File: config.mk
export PLATFORM = sky130hd
export DESIGN_NAME = cpuam_decoder
export DESIGN_NICKNAME = d
export VERILOG_FILES = /design/src/rtl/cpuam_pkg.sv /design/src/rtl/cpuam_index_if.sv /design/src/rtl/cpuam_index.sv /design/src/rtl/cpuam_decoder.sv
export VERILOG_INCLUDE_DIRS = /design/src /design/src/rtl
export SDC_FILE = /design/constraint.sdc
export NUM_CORES = 1
export LEC_CHECK = 0
export ABC_CLOCK_PERIOD_IN_PS = 6200
export BUFFER_PORTS_ARGS = -buffer_cell sky130_fd_sc_hd__buf_2
export CAP_MARGIN = 20
export CORE_MARGIN = 3
export CORE_UTILIZATION = 52
export CTS_BUF_LIST = sky130_fd_sc_hd__clkbuf_16
export DETAILED_ROUTE_END_ITERATION = 10
export PLACE_DENSITY = 0.77
export SYNTH_ARGS = -nofsm -noshare
export SYNTH_HDL_FRONTEND = slang
export SYNTH_SLANG_ARGS = --single-unit
File: constraint.sdc
create_clock -name sys_clk_i -period 6.2 [get_ports sys_clk_i]
set_input_delay 1.24 -clock sys_clk_i [delete_from_list [all_inputs] [get_ports sys_clk_i]]
set_output_delay 1.24 -clock sys_clk_i [all_outputs]
set_load 0.01 [all_outputs]
File: src/rtl/cpuam_defs.svh
`ifndef CPUAM_DEFS_SVH
`define CPUAM_DEFS_SVH
// Function
// - Two 8-bit accumulators, paired as 16-bit
// - Index plus 5/9/16-bit constant or accumulator
// - Stack pointer usable as base everywhere
// - Program counter holds next instruction address
// - Flag register: five flags, two masks, stop-disable
// - Words stored high byte at lower address
// - No alignment restriction on any access
// - Direct mode: high address byte is zero
// - Full address mode: 16-bit address from stream
// - Relative target is PC plus signed offset
// - Inline operand 8/16 bits; register-only uses registers
// - Short postbyte: base plus signed 5-bit offset
// - Constant offset: 9-bit or 16-bit form
// - 16-bit offset then pointer fetched indirectly
// - Auto pre/post step of 1..8, no PC
// - Accumulator offset: A, B or double
// - Double accumulator offset then indirect pointer
// - Prefix 18 hex selects second opcode page
// - Postbyte then zero, one or two extra bytes
// - Three queued bytes before instruction starts

// Opcode page switch and queue threshold
`define CPUAM_PAGE2_PREFIX 8'h18
`define CPUAM_QUEUE_MIN 4'h3
// Direct page high byte
`define CPUAM_DIRECT_HIGH 8'h00
// Reset values
`define CPUAM_FLAGS_RST 8'hD0
`define CPUAM_PC_RST 16'h0000
// Base register codes in the postbyte
`define CPUAM_RR_X 2'h0
`define CPUAM_RR_Y 2'h1
`define CPUAM_RR_STACK 2'h2
`define CPUAM_RR_PC 2'h3
// Accumulator offset codes
`define CPUAM_AA_A 2'h0
`define CPUAM_AA_B 2'h1
`define CPUAM_AA_D 2'h2
`define CPUAM_AA_D_IND 2'h3
`endif

File: src/rtl/cpuam_pkg.sv
package cpuam_pkg;
    // Addressing mode class supplied with each opcode
    typedef enum logic [2:0] {
        MODE_REGISTER_ONLY = 3'h0,
        MODE_INLINE8 = 3'h1,
        MODE_INLINE16 = 3'h2,
        MODE_DIRECT = 3'h3,
        MODE_FULL_ADDRESS = 3'h4,
        MODE_REL8 = 3'h5,
        MODE_REL16 = 3'h6,
        MODE_POINTER_OFFSET = 3'h7
    } cpuam_mode_t;

    // Datapath register write select
    typedef enum logic [2:0] {
        REG_A = 3'h0,
        REG_B = 3'h1,
        REG_D = 3'h2,
        REG_X = 3'h3,
        REG_Y = 3'h4,
        REG_STACK = 3'h5,
        REG_PC = 3'h6,
        REG_FLAGS = 3'h7
    } cpuam_reg_t;

    // Sequencer states, one-hot
    typedef enum logic [5:0] {
        S_OPC = 6'h01,
        S_POST = 6'h02,
        S_BYTES = 6'h04,
        S_CALC = 6'h08,
        S_PTR_HI = 6'h10,
        S_PTR_LO = 6'h20
    } cpuam_state_t;
endpackage : cpuam_pkg

File: src/rtl/cpuam_index_if.sv
interface cpuam_index_if;
    logic [7:0] postbyte;
    logic [15:0] extension;
    logic [15:0] x;
    logic [15:0] y;
    logic [15:0] stack;
    logic [15:0] pc;
    logic [7:0] a;
    logic [7:0] b;
    logic [1:0] need;
    logic [15:0] ea;
    logic indirect;
    logic wb_en;
    logic [1:0] wb_sel;
    logic [15:0] wb_val;

    modport calc (
        input postbyte, extension, x, y, stack, pc, a, b,
        output need, ea, indirect, wb_en, wb_sel, wb_val
    );
    modport user (
        output postbyte, extension, x, y, stack, pc, a, b,
        input need, ea, indirect, wb_en, wb_sel, wb_val
    );
endinterface : cpuam_index_if

File: src/rtl/cpuam_index.sv
`include "cpuam_defs.svh"

module cpuam_index (
    cpuam_index_if.calc ix
);
    logic [1:0] rr;
    logic [15:0] base;
    logic [15:0] off;
    logic [15:0] delta;

    // Postbyte decode and effective address sum
    always_comb begin
        rr = ix.postbyte[7:6];
        off = 16'h0000;
        delta = 16'h0000;
        ix.need = 2'h0;
        ix.indirect = 1'b0;
        ix.wb_en = 1'b0;
        if (ix.postbyte[7:5] == 3'h7) begin
            rr = ix.postbyte[4:3];
        end
        // Base select; stack pointer allowed in every form
        unique case (rr)
            `CPUAM_RR_X: base = ix.x;
            `CPUAM_RR_Y: base = ix.y;
            `CPUAM_RR_STACK: base = ix.stack;
            `CPUAM_RR_PC: base = ix.pc;
        endcase
        if (!ix.postbyte[5]) begin
            // Short signed offset, -16..+15
            off = {{11{ix.postbyte[4]}}, ix.postbyte[4:0]};
        end else if (ix.postbyte[7:5] != 3'h7) begin
            // Step 1..8; rr of PC falls into the long forms instead
            if (ix.postbyte[3]) begin
                delta = {12'hFFF, ix.postbyte[3:0]};
            end else begin
                delta = {12'h000, ix.postbyte[3:0]} + 16'h0001;
            end
            ix.wb_en = 1'b1;
        end else if (!ix.postbyte[2]) begin
            if (ix.postbyte[1]) begin
                // Two extension bytes, high byte first
                ix.need = 2'h2;
                off = ix.extension;
                ix.indirect = ix.postbyte[0];
            end else begin
                ix.need = 2'h1;
                off = {{8{ix.postbyte[0]}}, ix.extension[7:0]};
            end
        end else begin
            // Accumulator offsets are unsigned
            unique case (ix.postbyte[1:0])
                `CPUAM_AA_A: off = {8'h00, ix.a};
                `CPUAM_AA_B: off = {8'h00, ix.b};
                `CPUAM_AA_D: off = {ix.a, ix.b};
                `CPUAM_AA_D_IND: begin
                    off = {ix.a, ix.b};
                    ix.indirect = 1'b1;
                end
            endcase
        end
        // Pre form uses stepped base, post form the old one
        ix.wb_sel = rr;
        ix.wb_val = base + delta;
        if (ix.wb_en) begin
            ix.ea = ix.postbyte[4] ? base : base + delta;
        end else begin
            ix.ea = base + off;
        end
    end
endmodule : cpuam_index

File: src/rtl/cpuam_decoder.sv
`include "cpuam_defs.svh"

module cpuam_decoder #(
    parameter int QLVL_W = 4,
    parameter logic [15:0] RESET_PC = `CPUAM_PC_RST
) (
    input wire logic sys_clk_i,
    input wire logic rst_i,
    input wire logic [7:0] q_byte_i,
    input wire logic q_valid_i,
    input wire cpuam_pkg::cpuam_mode_t q_mode_i,
    input wire logic [QLVL_W-1:0] q_level_i,
    output logic q_ready_o,
    output logic mem_req_o,
    output logic [15:0] mem_addr_o,
    input wire logic mem_ack_i,
    input wire logic [7:0] mem_rdata_i,
    input wire logic wr_en_i,
    input wire cpuam_pkg::cpuam_reg_t wr_sel_i,
    input wire logic [15:0] wr_data_i,
    output logic done_o,
    output logic [7:0] opcode_o,
    output logic page2_o,
    output cpuam_pkg::cpuam_mode_t mode_o,
    output logic [15:0] ea_o,
    output logic [15:0] operand_o,
    output logic [7:0] acc_a_o,
    output logic [7:0] acc_b_o,
    output logic [15:0] index_x_o,
    output logic [15:0] index_y_o,
    output logic [15:0] stack_pointer_o,
    output logic [15:0] pc_o,
    output logic [7:0] flag_register_o
);
    import cpuam_pkg::*;

    cpuam_state_t st_q, st_d;
    cpuam_mode_t mode_q, mode_d;
    logic page_q, page_d;
    logic pg_out_q, pg_out_d;
    logic [7:0] opc_q, opc_d;
    logic [7:0] post_q, post_d;
    logic [15:0] ext_q, ext_d;
    logic [1:0] need_q, need_d;
    logic [15:0] ea_q, ea_d;
    logic [7:0] ptr_hi_q, ptr_hi_d;
    logic mreq_q, mreq_d;
    logic [15:0] maddr_q, maddr_d;
    logic ready_q, ready_d;
    logic done_q, done_d;
    logic [7:0] a_q, a_d;
    logic [7:0] b_q, b_d;
    logic [15:0] x_q, x_d;
    logic [15:0] y_q, y_d;
    logic [15:0] stk_q, stk_d;
    logic [15:0] pc_q, pc_d;
    logic [7:0] flg_q, flg_d;
    logic take;

    cpuam_index_if ixb ();

    // Byte leaves the queue only on valid and registered ready
    assign take = q_valid_i && ready_q;

    // Postbyte is seen live while it is being taken
    assign ixb.postbyte = (st_q == S_POST) ? q_byte_i : post_q;
    assign ixb.extension = ext_q;
    assign ixb.x = x_q;
    assign ixb.y = y_q;
    assign ixb.stack = stk_q;
    assign ixb.pc = pc_q;
    assign ixb.a = a_q;
    assign ixb.b = b_q;

    cpuam_index u_index (
        .ix(ixb.calc)
    );

    // Instruction sequencer
    always_comb begin
        st_d = st_q;
        mode_d = mode_q;
        page_d = page_q;
        pg_out_d = pg_out_q;
        opc_d = opc_q;
        post_d = post_q;
        ext_d = ext_q;
        need_d = need_q;
        ea_d = ea_q;
        ptr_hi_d = ptr_hi_q;
        mreq_d = mreq_q;
        maddr_d = maddr_q;
        done_d = 1'b0;
        unique case (st_q)
            S_OPC: begin
                if (take) begin
                    if (q_byte_i == `CPUAM_PAGE2_PREFIX && !page_q) begin
                        page_d = 1'b1;
                    end else begin
                        opc_d = q_byte_i;
                        // Page kept with the opcode, valid beside done
                        pg_out_d = page_q;
                        mode_d = q_mode_i;
                        ext_d = 16'h0000;
                        unique case (q_mode_i)
                            MODE_REGISTER_ONLY: st_d = S_CALC;
                            MODE_POINTER_OFFSET: st_d = S_POST;
                            MODE_INLINE8, MODE_DIRECT, MODE_REL8: begin
                                need_d = 2'h1;
                                st_d = S_BYTES;
                            end
                            MODE_INLINE16, MODE_FULL_ADDRESS,
                            MODE_REL16: begin
                                need_d = 2'h2;
                                st_d = S_BYTES;
                            end
                        endcase
                    end
                end
            end
            S_POST: begin
                if (take) begin
                    post_d = q_byte_i;
                    need_d = ixb.need;
                    st_d = (ixb.need == 2'h0) ? S_CALC : S_BYTES;
                end
            end
            S_BYTES: begin
                // Shift in, so the first byte ends up high
                if (take) begin
                    ext_d = {ext_q[7:0], q_byte_i};
                    need_d = need_q - 2'h1;
                    if (need_q == 2'h1) begin
                        st_d = S_CALC;
                    end
                end
            end
            S_CALC: begin
                // PC has passed every byte of the instruction here
                done_d = 1'b1;
                page_d = 1'b0;
                st_d = S_OPC;
                unique case (mode_q)
                    MODE_DIRECT:
                        ea_d = {`CPUAM_DIRECT_HIGH, ext_q[7:0]};
                    MODE_FULL_ADDRESS: ea_d = ext_q;
                    MODE_REL8:
                        ea_d = pc_q + {{8{ext_q[7]}}, ext_q[7:0]};
                    MODE_REL16: ea_d = pc_q + ext_q;
                    MODE_POINTER_OFFSET: begin
                        ea_d = ixb.ea;
                        if (ixb.indirect) begin
                            // Pointer read replaces the done pulse
                            done_d = 1'b0;
                            page_d = page_q;
                            mreq_d = 1'b1;
                            maddr_d = ixb.ea;
                            st_d = S_PTR_HI;
                        end
                    end
                    default: ea_d = 16'h0000;
                endcase
            end
            S_PTR_HI: begin
                // No alignment check, any byte address is read
                if (mem_ack_i) begin
                    ptr_hi_d = mem_rdata_i;
                    maddr_d = maddr_q + 16'h0001;
                    st_d = S_PTR_LO;
                end
            end
            S_PTR_LO: begin
                if (mem_ack_i) begin
                    ea_d = {ptr_hi_q, mem_rdata_i};
                    mreq_d = 1'b0;
                    done_d = 1'b1;
                    page_d = 1'b0;
                    st_d = S_OPC;
                end
            end
        endcase
        // Opening byte waits for three queued bytes
        if (st_d == S_OPC) begin
            ready_d = (q_level_i >= `CPUAM_QUEUE_MIN);
        end else begin
            ready_d = (st_d == S_POST) || (st_d == S_BYTES);
        end
    end

    always_ff @(posedge sys_clk_i or posedge rst_i) begin
        if (rst_i) begin
            st_q <= S_OPC;
            mode_q <= MODE_REGISTER_ONLY;
            page_q <= 1'b0;
            pg_out_q <= 1'b0;
            opc_q <= 8'h00;
            post_q <= 8'h00;
            ext_q <= 16'h0000;
            need_q <= 2'h0;
            ea_q <= 16'h0000;
            ptr_hi_q <= 8'h00;
            mreq_q <= 1'b0;
            maddr_q <= 16'h0000;
            ready_q <= 1'b0;
            done_q <= 1'b0;
        end else begin
            st_q <= st_d;
            mode_q <= mode_d;
            page_q <= page_d;
            pg_out_q <= pg_out_d;
            opc_q <= opc_d;
            post_q <= post_d;
            ext_q <= ext_d;
            need_q <= need_d;
            ea_q <= ea_d;
            ptr_hi_q <= ptr_hi_d;
            mreq_q <= mreq_d;
            maddr_q <= maddr_d;
            ready_q <= ready_d;
            done_q <= done_d;
        end
    end

    // Programmer-visible registers
    always_comb begin
        a_d = a_q;
        b_d = b_q;
        x_d = x_q;
        y_d = y_q;
        stk_d = stk_q;
        flg_d = flg_q;
        // Every consumed byte advances the next-instruction address, unless REG_PC is written in the same cycle
        pc_d = take ? pc_q + 16'h0001 : pc_q;
        if (wr_en_i) begin
            unique case (wr_sel_i)
                REG_A: a_d = wr_data_i[7:0];
                REG_B: b_d = wr_data_i[7:0];
                REG_D: begin
                    a_d = wr_data_i[15:8];
                    b_d = wr_data_i[7:0];
                end
                REG_X: x_d = wr_data_i;
                REG_Y: y_d = wr_data_i;
                REG_STACK: stk_d = wr_data_i;
                REG_PC: pc_d = wr_data_i;
                REG_FLAGS: flg_d = wr_data_i[7:0];
            endcase
        end
        // Auto step wins over a datapath write to the same base
        if (st_q == S_CALC && mode_q == MODE_POINTER_OFFSET && ixb.wb_en) begin
            unique case (ixb.wb_sel)
                `CPUAM_RR_X: x_d = ixb.wb_val;
                `CPUAM_RR_Y: y_d = ixb.wb_val;
                `CPUAM_RR_STACK: stk_d = ixb.wb_val;
                default: ;
            endcase
        end
    end

    always_ff @(posedge sys_clk_i or posedge rst_i) begin
        if (rst_i) begin
            a_q <= 8'h00;
            b_q <= 8'h00;
            x_q <= 16'h0000;
            y_q <= 16'h0000;
            stk_q <= 16'h0000;
            pc_q <= RESET_PC;
            flg_q <= `CPUAM_FLAGS_RST;
        end else begin
            a_q <= a_d;
            b_q <= b_d;
            x_q <= x_d;
            y_q <= y_d;
            stk_q <= stk_d;
            pc_q <= pc_d;
            flg_q <= flg_d;
        end
    end

    // Outputs straight from flops
    assign q_ready_o = ready_q;
    assign mem_req_o = mreq_q;
    assign mem_addr_o = maddr_q;
    assign done_o = done_q;
    assign opcode_o = opc_q;
    assign page2_o = pg_out_q;
    assign mode_o = mode_q;
    assign ea_o = ea_q;
    assign operand_o = ext_q;
    assign acc_a_o = a_q;
    assign acc_b_o = b_q;
    assign index_x_o = x_q;
    assign index_y_o = y_q;
    assign stack_pointer_o = stk_q;
    assign pc_o = pc_q;
    assign flag_register_o = flg_q;
endmodule : cpuam_decoder

# Yosys cells after proc, flatten, opt, wreduce, memory -nomap -nowiden
# Cells that the tools add are included.
dict set report totals {
  ff_bits 176
  latch_bits 0
  mem_bits_rw 0
  rom_bits 0
  inputBits 47
  out_inout_bits 151
  wordCells 197
  mem_count 0
}
dict set report classes {
  addsub 8
  multipliers 0
  div 0
  magnitude_cmp 1
  n_eq_ne 49
  n_shift 0
  mux 83
  bitwise_logic 1
  reduce_logical 34
}
# cell count
set ops {}
lappend ops {{2-to-1 mux 16 bit} 31}
lappend ops {{one-hot mux 16 bit (2 select lines)} 3}
lappend ops {{one-hot mux 16 bit (5 select lines)} 1}
lappend ops {{adder 16 bit} 4}
lappend ops {{one-hot mux 16 bit (4 select lines)} 1}
lappend ops {{one-hot mux 16 bit (3 select lines)} 1}
lappend ops {{2-to-1 mux 6 bit} 7}
lappend ops {{equality test 3 bit, second input constant} 13}
lappend ops {{one-hot mux 6 bit (6 select lines)} 1}
lappend ops {{adder 16 x 1 -> 16 bit, second input constant} 2}
lappend ops {{2-to-1 mux 1 bit} 18}
lappend ops {{2-to-1 mux 2 bit} 9}
lappend ops {{one-hot mux 6 bit (3 select lines)} 1}
lappend ops {{!= test 2 bit, second input constant} 8}
lappend ops {{one-hot mux 8 bit (2 select lines)} 1}
lappend ops {{equality test 3 x 2 -> 1 bit, second input constant} 5}
lappend ops {{equality test 6 x 1 -> 1 bit, second input constant} 2}
lappend ops {{equality test 6 x 2 -> 1 bit, second input constant} 2}
lappend ops {{equality test 6 x 3 -> 1 bit, second input constant} 2}
lappend ops {{AND reduction 2 bit} 6}
lappend ops {{AND reduction 4 bit} 3}
lappend ops {{2-to-1 mux 5 bit} 2}
lappend ops {{equality test 2 bit, second input constant} 4}
lappend ops {{equality test 8 x 5 -> 1 bit, second input constant} 1}
lappend ops {{31 further kinds} 48}

# Logic depth before layout (Yosys ltp)
dict set report logic_depth {
  word_depth 13
  depth_mapped 23
  ltp_nobuf 21
}

# Hierarchy
# From an unflattened synthesis, not the netlist that was laid out.
dict set report unflattened {
  cells_unflattened 1430
  area_unflattened_um2 12817.3
}
# mod instances cells_per_inst area_per_inst_um2 seq_area_each_um2
set by_module_without_submodules {}
lappend by_module_without_submodules {cpuam_decoder 1 1005 9601.7 4409.2}
lappend by_module_without_submodules {cpuam_index 1 425 3215.6 0.0}

# Worst setup path before layout
# Ideal clock, no wire load.
dict set report synth_path {
  path_kind {input-to-reg}
  start {in q_byte_i[0]}
  end {reg ea_q[14] (netlist: ea_o[14])}
  setup_time_ps 124
  t_arrival_ps 4888
  required_time_ps 6076
  slack_ps 1187
  stages 19
  path_buffers 1
  path_cell_list {mux2_2 clkinv_1 ha_1 clkbuf_1 nor2_1 a221o_1 o21ai_0 o22ai_1 ha_1 fa_1 a21oi_1 o21ai_0 o221ai_1 o21ai_0 a2111oi_0 or3_1 xor2_1 a211oi_1 o2bb2ai_1}
}
dict set report synth_via {
  elab_chain_len 11
  word_cells_on_any_way 21
  cone_classes {3 x add/sub; 3 x eq/ne; 13 x mux; 2 x reduce/logical}
}
# element line_no
set synth_lines {}
lappend synth_lines {{start: declaration} cpuam_decoder.sv:9} ;# input wire logic [7:0] q_byte_i,
lappend synth_lines {{2-to-1 mux 8 bit (*)} cpuam_decoder.sv:66} ;# assign ixb.postbyte = (st_q == S_POST) ? q_byte_i : post_q;
lappend synth_lines {{branches (longest 7 deep; another with adder 16 bit)} n/a}
lappend synth_lines {{2-to-1 mux 16 bit (*)} cpuam_index.sv:65} ;# if (ix.wb_en) begin
lappend synth_lines {{one-hot mux 16 bit (5 select lines) (*)} cpuam_decoder.sv:143} ;# unique case (mode_q)
lappend synth_lines {{one-hot mux 16 bit (2 select lines) (*)} cpuam_decoder.sv:94} ;# unique case (st_q)
lappend synth_lines {{end signal: assignment} cpuam_decoder.sv:200} ;# ea_q <= 16'h0000;
lappend synth_lines {{end signal: assignment} cpuam_decoder.sv:215} ;# ea_q <= ea_d;
lappend synth_lines {{end: declaration} cpuam_decoder.sv:45} ;# logic [15:0] ea_q, ea_d;
# Every way passes the cells marked *.
# A chain may end at the register's enable or synchronous reset.

# Worst setup path in the final report
dict set report layout_path {
  start {reg st_q[5]}
  end {reg ea_q[14] (netlist: ea_o[14])}
}
dict set report layout_via {
  elab_chain_len 12
  word_cells_on_any_way 37
  cone_classes {3 x add/sub; 12 x eq/ne; 17 x mux; 5 x reduce/logical}
}
# element line_no
set layout_lines {}
lappend layout_lines {{start: declaration} cpuam_decoder.sv:37} ;# cpuam_state_t st_q, st_d;
lappend layout_lines {{start signal: assignment} cpuam_decoder.sv:207} ;# st_q <= st_d;
lappend layout_lines {{branches (longest 12 deep; another with adder 16 bit)} n/a}
# Several ways; the timed one is not identified.

==> summary.md <==
| Metric | Value |
|---|---|
| Total track usage | 0.325 |
| Initial antenna violation count | 1 |
| Post-Syn Instances | 1335 |
| Register area share after synthesis | 0.364 |
| CTS tree | built |
| Largest net degree at the start of global routing | 94 |
| Vias | 11716 |
| CP max stage cell | dfrtp_1 |
| Routing usage on met1 | 0.456 |
| Synth Area in XOR/XNOR | 0.0463 |
| Peak supply drop | 0.000180 V |
| CP Cell Sequence | nor4_4, nand2_2, buf_4, mux2_2, clkinv_1, ha_1, nor2_1, a221o_1, o21ai_0, o22ai_1, ha_1, fa_1, a21oi_1, o21ai_0, o221ai_1, o21ai_0, a2111oi_0, or3_1, xor2_1, a211oi_1, o2bb2ai_1 |
| Clock tree sinks | 176 |
| Slew @ Worst Pin | 1070 ps |
| Slew HR | 0.284 |
| Drt initial violations | 1248 |
| Adder-Cell Fraction of Synth Area | 0.0597 |
| I/O pins | 198 |
| Synth unique cells | 73 |
| Hold WC Path Type | reg2reg |
| Final WL | 41400 microns |
| Worst EP required | 6560 ps |
| CP Capture Type | register |
| Finished Core Util | 0.616 |
| Vias in the first global route | 11205 |
| # nets final | 1603 |
| Pins over their slew limit | 0 |
| Die area | 0.0252 sq mm |
| Setup TNS | 0 ps |
| Fraction of layout cells with a size suffix above 1 | 0.243 |
| Final Cycle Share | 0.910 |
| Critical Path Fanout Max | 12 |
| Routability cong. | 0.954 |
| P&R area growth vs syn | 15.9% |
| Flop2flop setup slack | 560 ps |
| Avg Vias per Cell | 6.42 |
| Post-synthesis mux area share | 0.149 |
| Latest clock arrival within the worst-skew pair | 440 ps |
| CTS root buffer | clkbuf_16 |
| GR Overflow Total | 0 |
| MaxCap Viol Count | 0 |
| Critical path type | reg2reg |
| Fin cells | 1826 |
| Crit-path max cell delay | 460 ps |
| Port Buf Inserts | 197 |
| CTS Buf Count | 17 |
| # hold bufs at CTS | 0 |
| Crit start category | register |
| # setup viols final | 0 |
| Main synth FF type | dfrtp_1 |
| Post-synth EDFFs | 0 |
| # H-tree levels | 4 |
| Gr busiest metal | met2 |
| Clock Tree Buf Depth | 2 |
| Placeable Area | 0.0228 sq mm |
| Skew final | 15.3 ps |
| # rows | 55 |
| First-pass DRT Iterations | 5 |
| Worst-path clk slew | 70 ps |
| Most frequent cells in the layout | buf_2 (197), dfrtp_1 (172), a21oi_1 (140) |
| Hold_ws | 484 ps |
| Main combinational cell family by area after synthesis | compound AO/OA/AOI/OAI gates |
| RSZ-0062 raised after global routing | false |
| Post-Synth Simple-Gate Area | 0.150 |
| Synthesized area per cell | 9.07 sq um |
| Pwr/cell area | 253 mW/mm^2 |
| Ant diodes | 0 |
| Routing usage on met2 | 0.499 |
| Post-placement cell count | 1794 |
| DR WL/cell | 22.7 microns |
| Final hold viol count | 0 |
| Final min period | 5640 ps |
| First-pass GRT wire length | 63200 microns |
| Syn_nets | 1438 |
| Chip Width | 159 microns |
| Most common cell after layout, fill and taps aside | buf_2 |
| Max frequency | 177 MHz |
| Compound-Gate Fraction of Synth Area | 0.196 |
| Status | complete, no violations |
| DRC violations left | 0 |
| Met3 GRT Util | 0.0503 |
| Die Span Y | 159 microns |
| Setup bufs post-CTS | 0 |
| FF+latch count, synth | 176 |
| Pleak | 0.00622 uW |
| Synth async-reset ratio | 1.00 |
| Post-CTS sizing | 0 |
| Layout fillers | 1972 |
| Post-route ant nets | 0 |
| Most used cell, CP | o21ai_0 |
| Arrival @ worst endpoint | 6000 ps |
| Initial Util | 0.532 |
| Synthesized area | 0.0121 sq mm |
| DP Wirelength | 30900 microns |
| Synth Warn # | 0 |
area by class of cell:
type | count | area [sq um] | share of cell area
Sequential cell | 176 | 4410 | 0.314
Inverter | 36 | 140 | 0.00998
Timing Repair Buffer | 218 | 1190 | 0.0847
Tap cell | 313 | 392 | 0.0279
Multi-Input combinational cell | 1051 | 7310 | 0.521
Clock buffer | 17 | 425 | 0.0303
Clock inverter | 15 | 174 | 0.0124
synth_stat cells, types with 9 or more instances:
cell      instances  area (sq um)
dfrtp_1         172          4300
a21oi_1         142           711
nor2_1          127           477
mux2_2           97          1090
nand2_1          96           360
o21ai_0          89           445
mux2i_1          68           681
clkbuf_1         53           199
ha_1             53           663
nand3_1          48           240
inv_1            34           128
xor2_1           33           289
xnor2_1          31           272
nor2b_1          22           138
nor3_1           22           110
a211oi_1         21           158
a221oi_1         16           140
a221o_1          14           140
nand4_1          13          81.3
a31oi_1          12          75.1
or3_1            10          62.6
and3_1            9          56.3
o221ai_1          9          78.8
critical path: cells and delay by family, from the launching register on:
kind	cells	cell delay, ps
compound gates	10	2050
simple gates	4	1340
fa+ha+maj	3	840
flops	1	460
buf+inv	2	400
mux	1	310
xor+xnor	1	170
kinds of logic (layout without fill, tap and decap cells):
logic type / after synthesis / in the layout
AOI/OAI and AO/OA: 380 / 380
xor gates and xnor gates: 64 / 64
adders and majority gates: 56 / 56
buffers and inverters: 108 / 286
DFF: 176 / 176
muxes: 167 / 167
and+or+nand+nor: 384 / 384
sequential cells by signal, summed over array words and instances, names as in the netlist, 2 cells and up:
| register | count |
|---|---|
| index_x_o | 16 |
| ptr_hi_q | 8 |
| stack_pointer_o | 16 |
| st_q | 6 |
| need_q | 2 |
| post_q | 8 |
| pc_o | 16 |
| operand_o | 16 |
| opcode_o | 8 |
| ea_o | 16 |
| mem_addr_o | 16 |
| flag_register_o | 8 |
| acc_b_o | 8 |
| index_y_o | 16 |
| acc_a_o | 8 |
| mode_o | 3 |
final timing paths:
| path | start | endpoint | cells past startpoint |
|---|---|---|---|
| worst max-delay path | st_q[5]$_DFF_PP0_ | ea_o[14]$_DFFE_PP0P_ | 21 |
| worst min-delay path | need_q[1]$_DFFE_PP0P_ | need_q[1]$_DFFE_PP0P_ | 2 |
| worst max register to register | st_q[5]$_DFF_PP0_ | ea_o[14]$_DFFE_PP0P_ | 21 |
| worst min register to register | need_q[1]$_DFFE_PP0P_ | need_q[1]$_DFFE_PP0P_ | 2 |
| max in group asynchronous | rst_i | mem_addr_o[13]$_DFFE_PP0P_ | 3 |
| min in group asynchronous | rst_i | acc_b_o[3]$_DFFE_PP0P_ | 2 |
per-stage QoR:
step | power (uW) | worst slack [ps] | area [sq um]
global placement | 2380 | 539 | 13400
detailed placement | 2400 | 465 | 13400
floorplan | 1990 | 193 | 12100
CTS | 3520 | 661 | 14000
finish | 3550 | 557 | 14000
global route | 3690 | 168 | 14000
layer usage:
layer | part of all wire | vias up | wire length, microns
met1 | 0.41 | 5639 | 17100
met2 | 0.45 | 709 | 18500
met3 | 0.098 | 126 | 4040
met5 | 0 | - | 0
met4 | 0.042 | 0 | 1760
li1 | - | 5242 | -
power breakdown:
group	internal [uW]	switching (uW)	total, uW
clock network	608	525	1130
registers	1270	188	1460
logic	393	561	954
No activity file was read; power rests on OpenSTA's default activity.
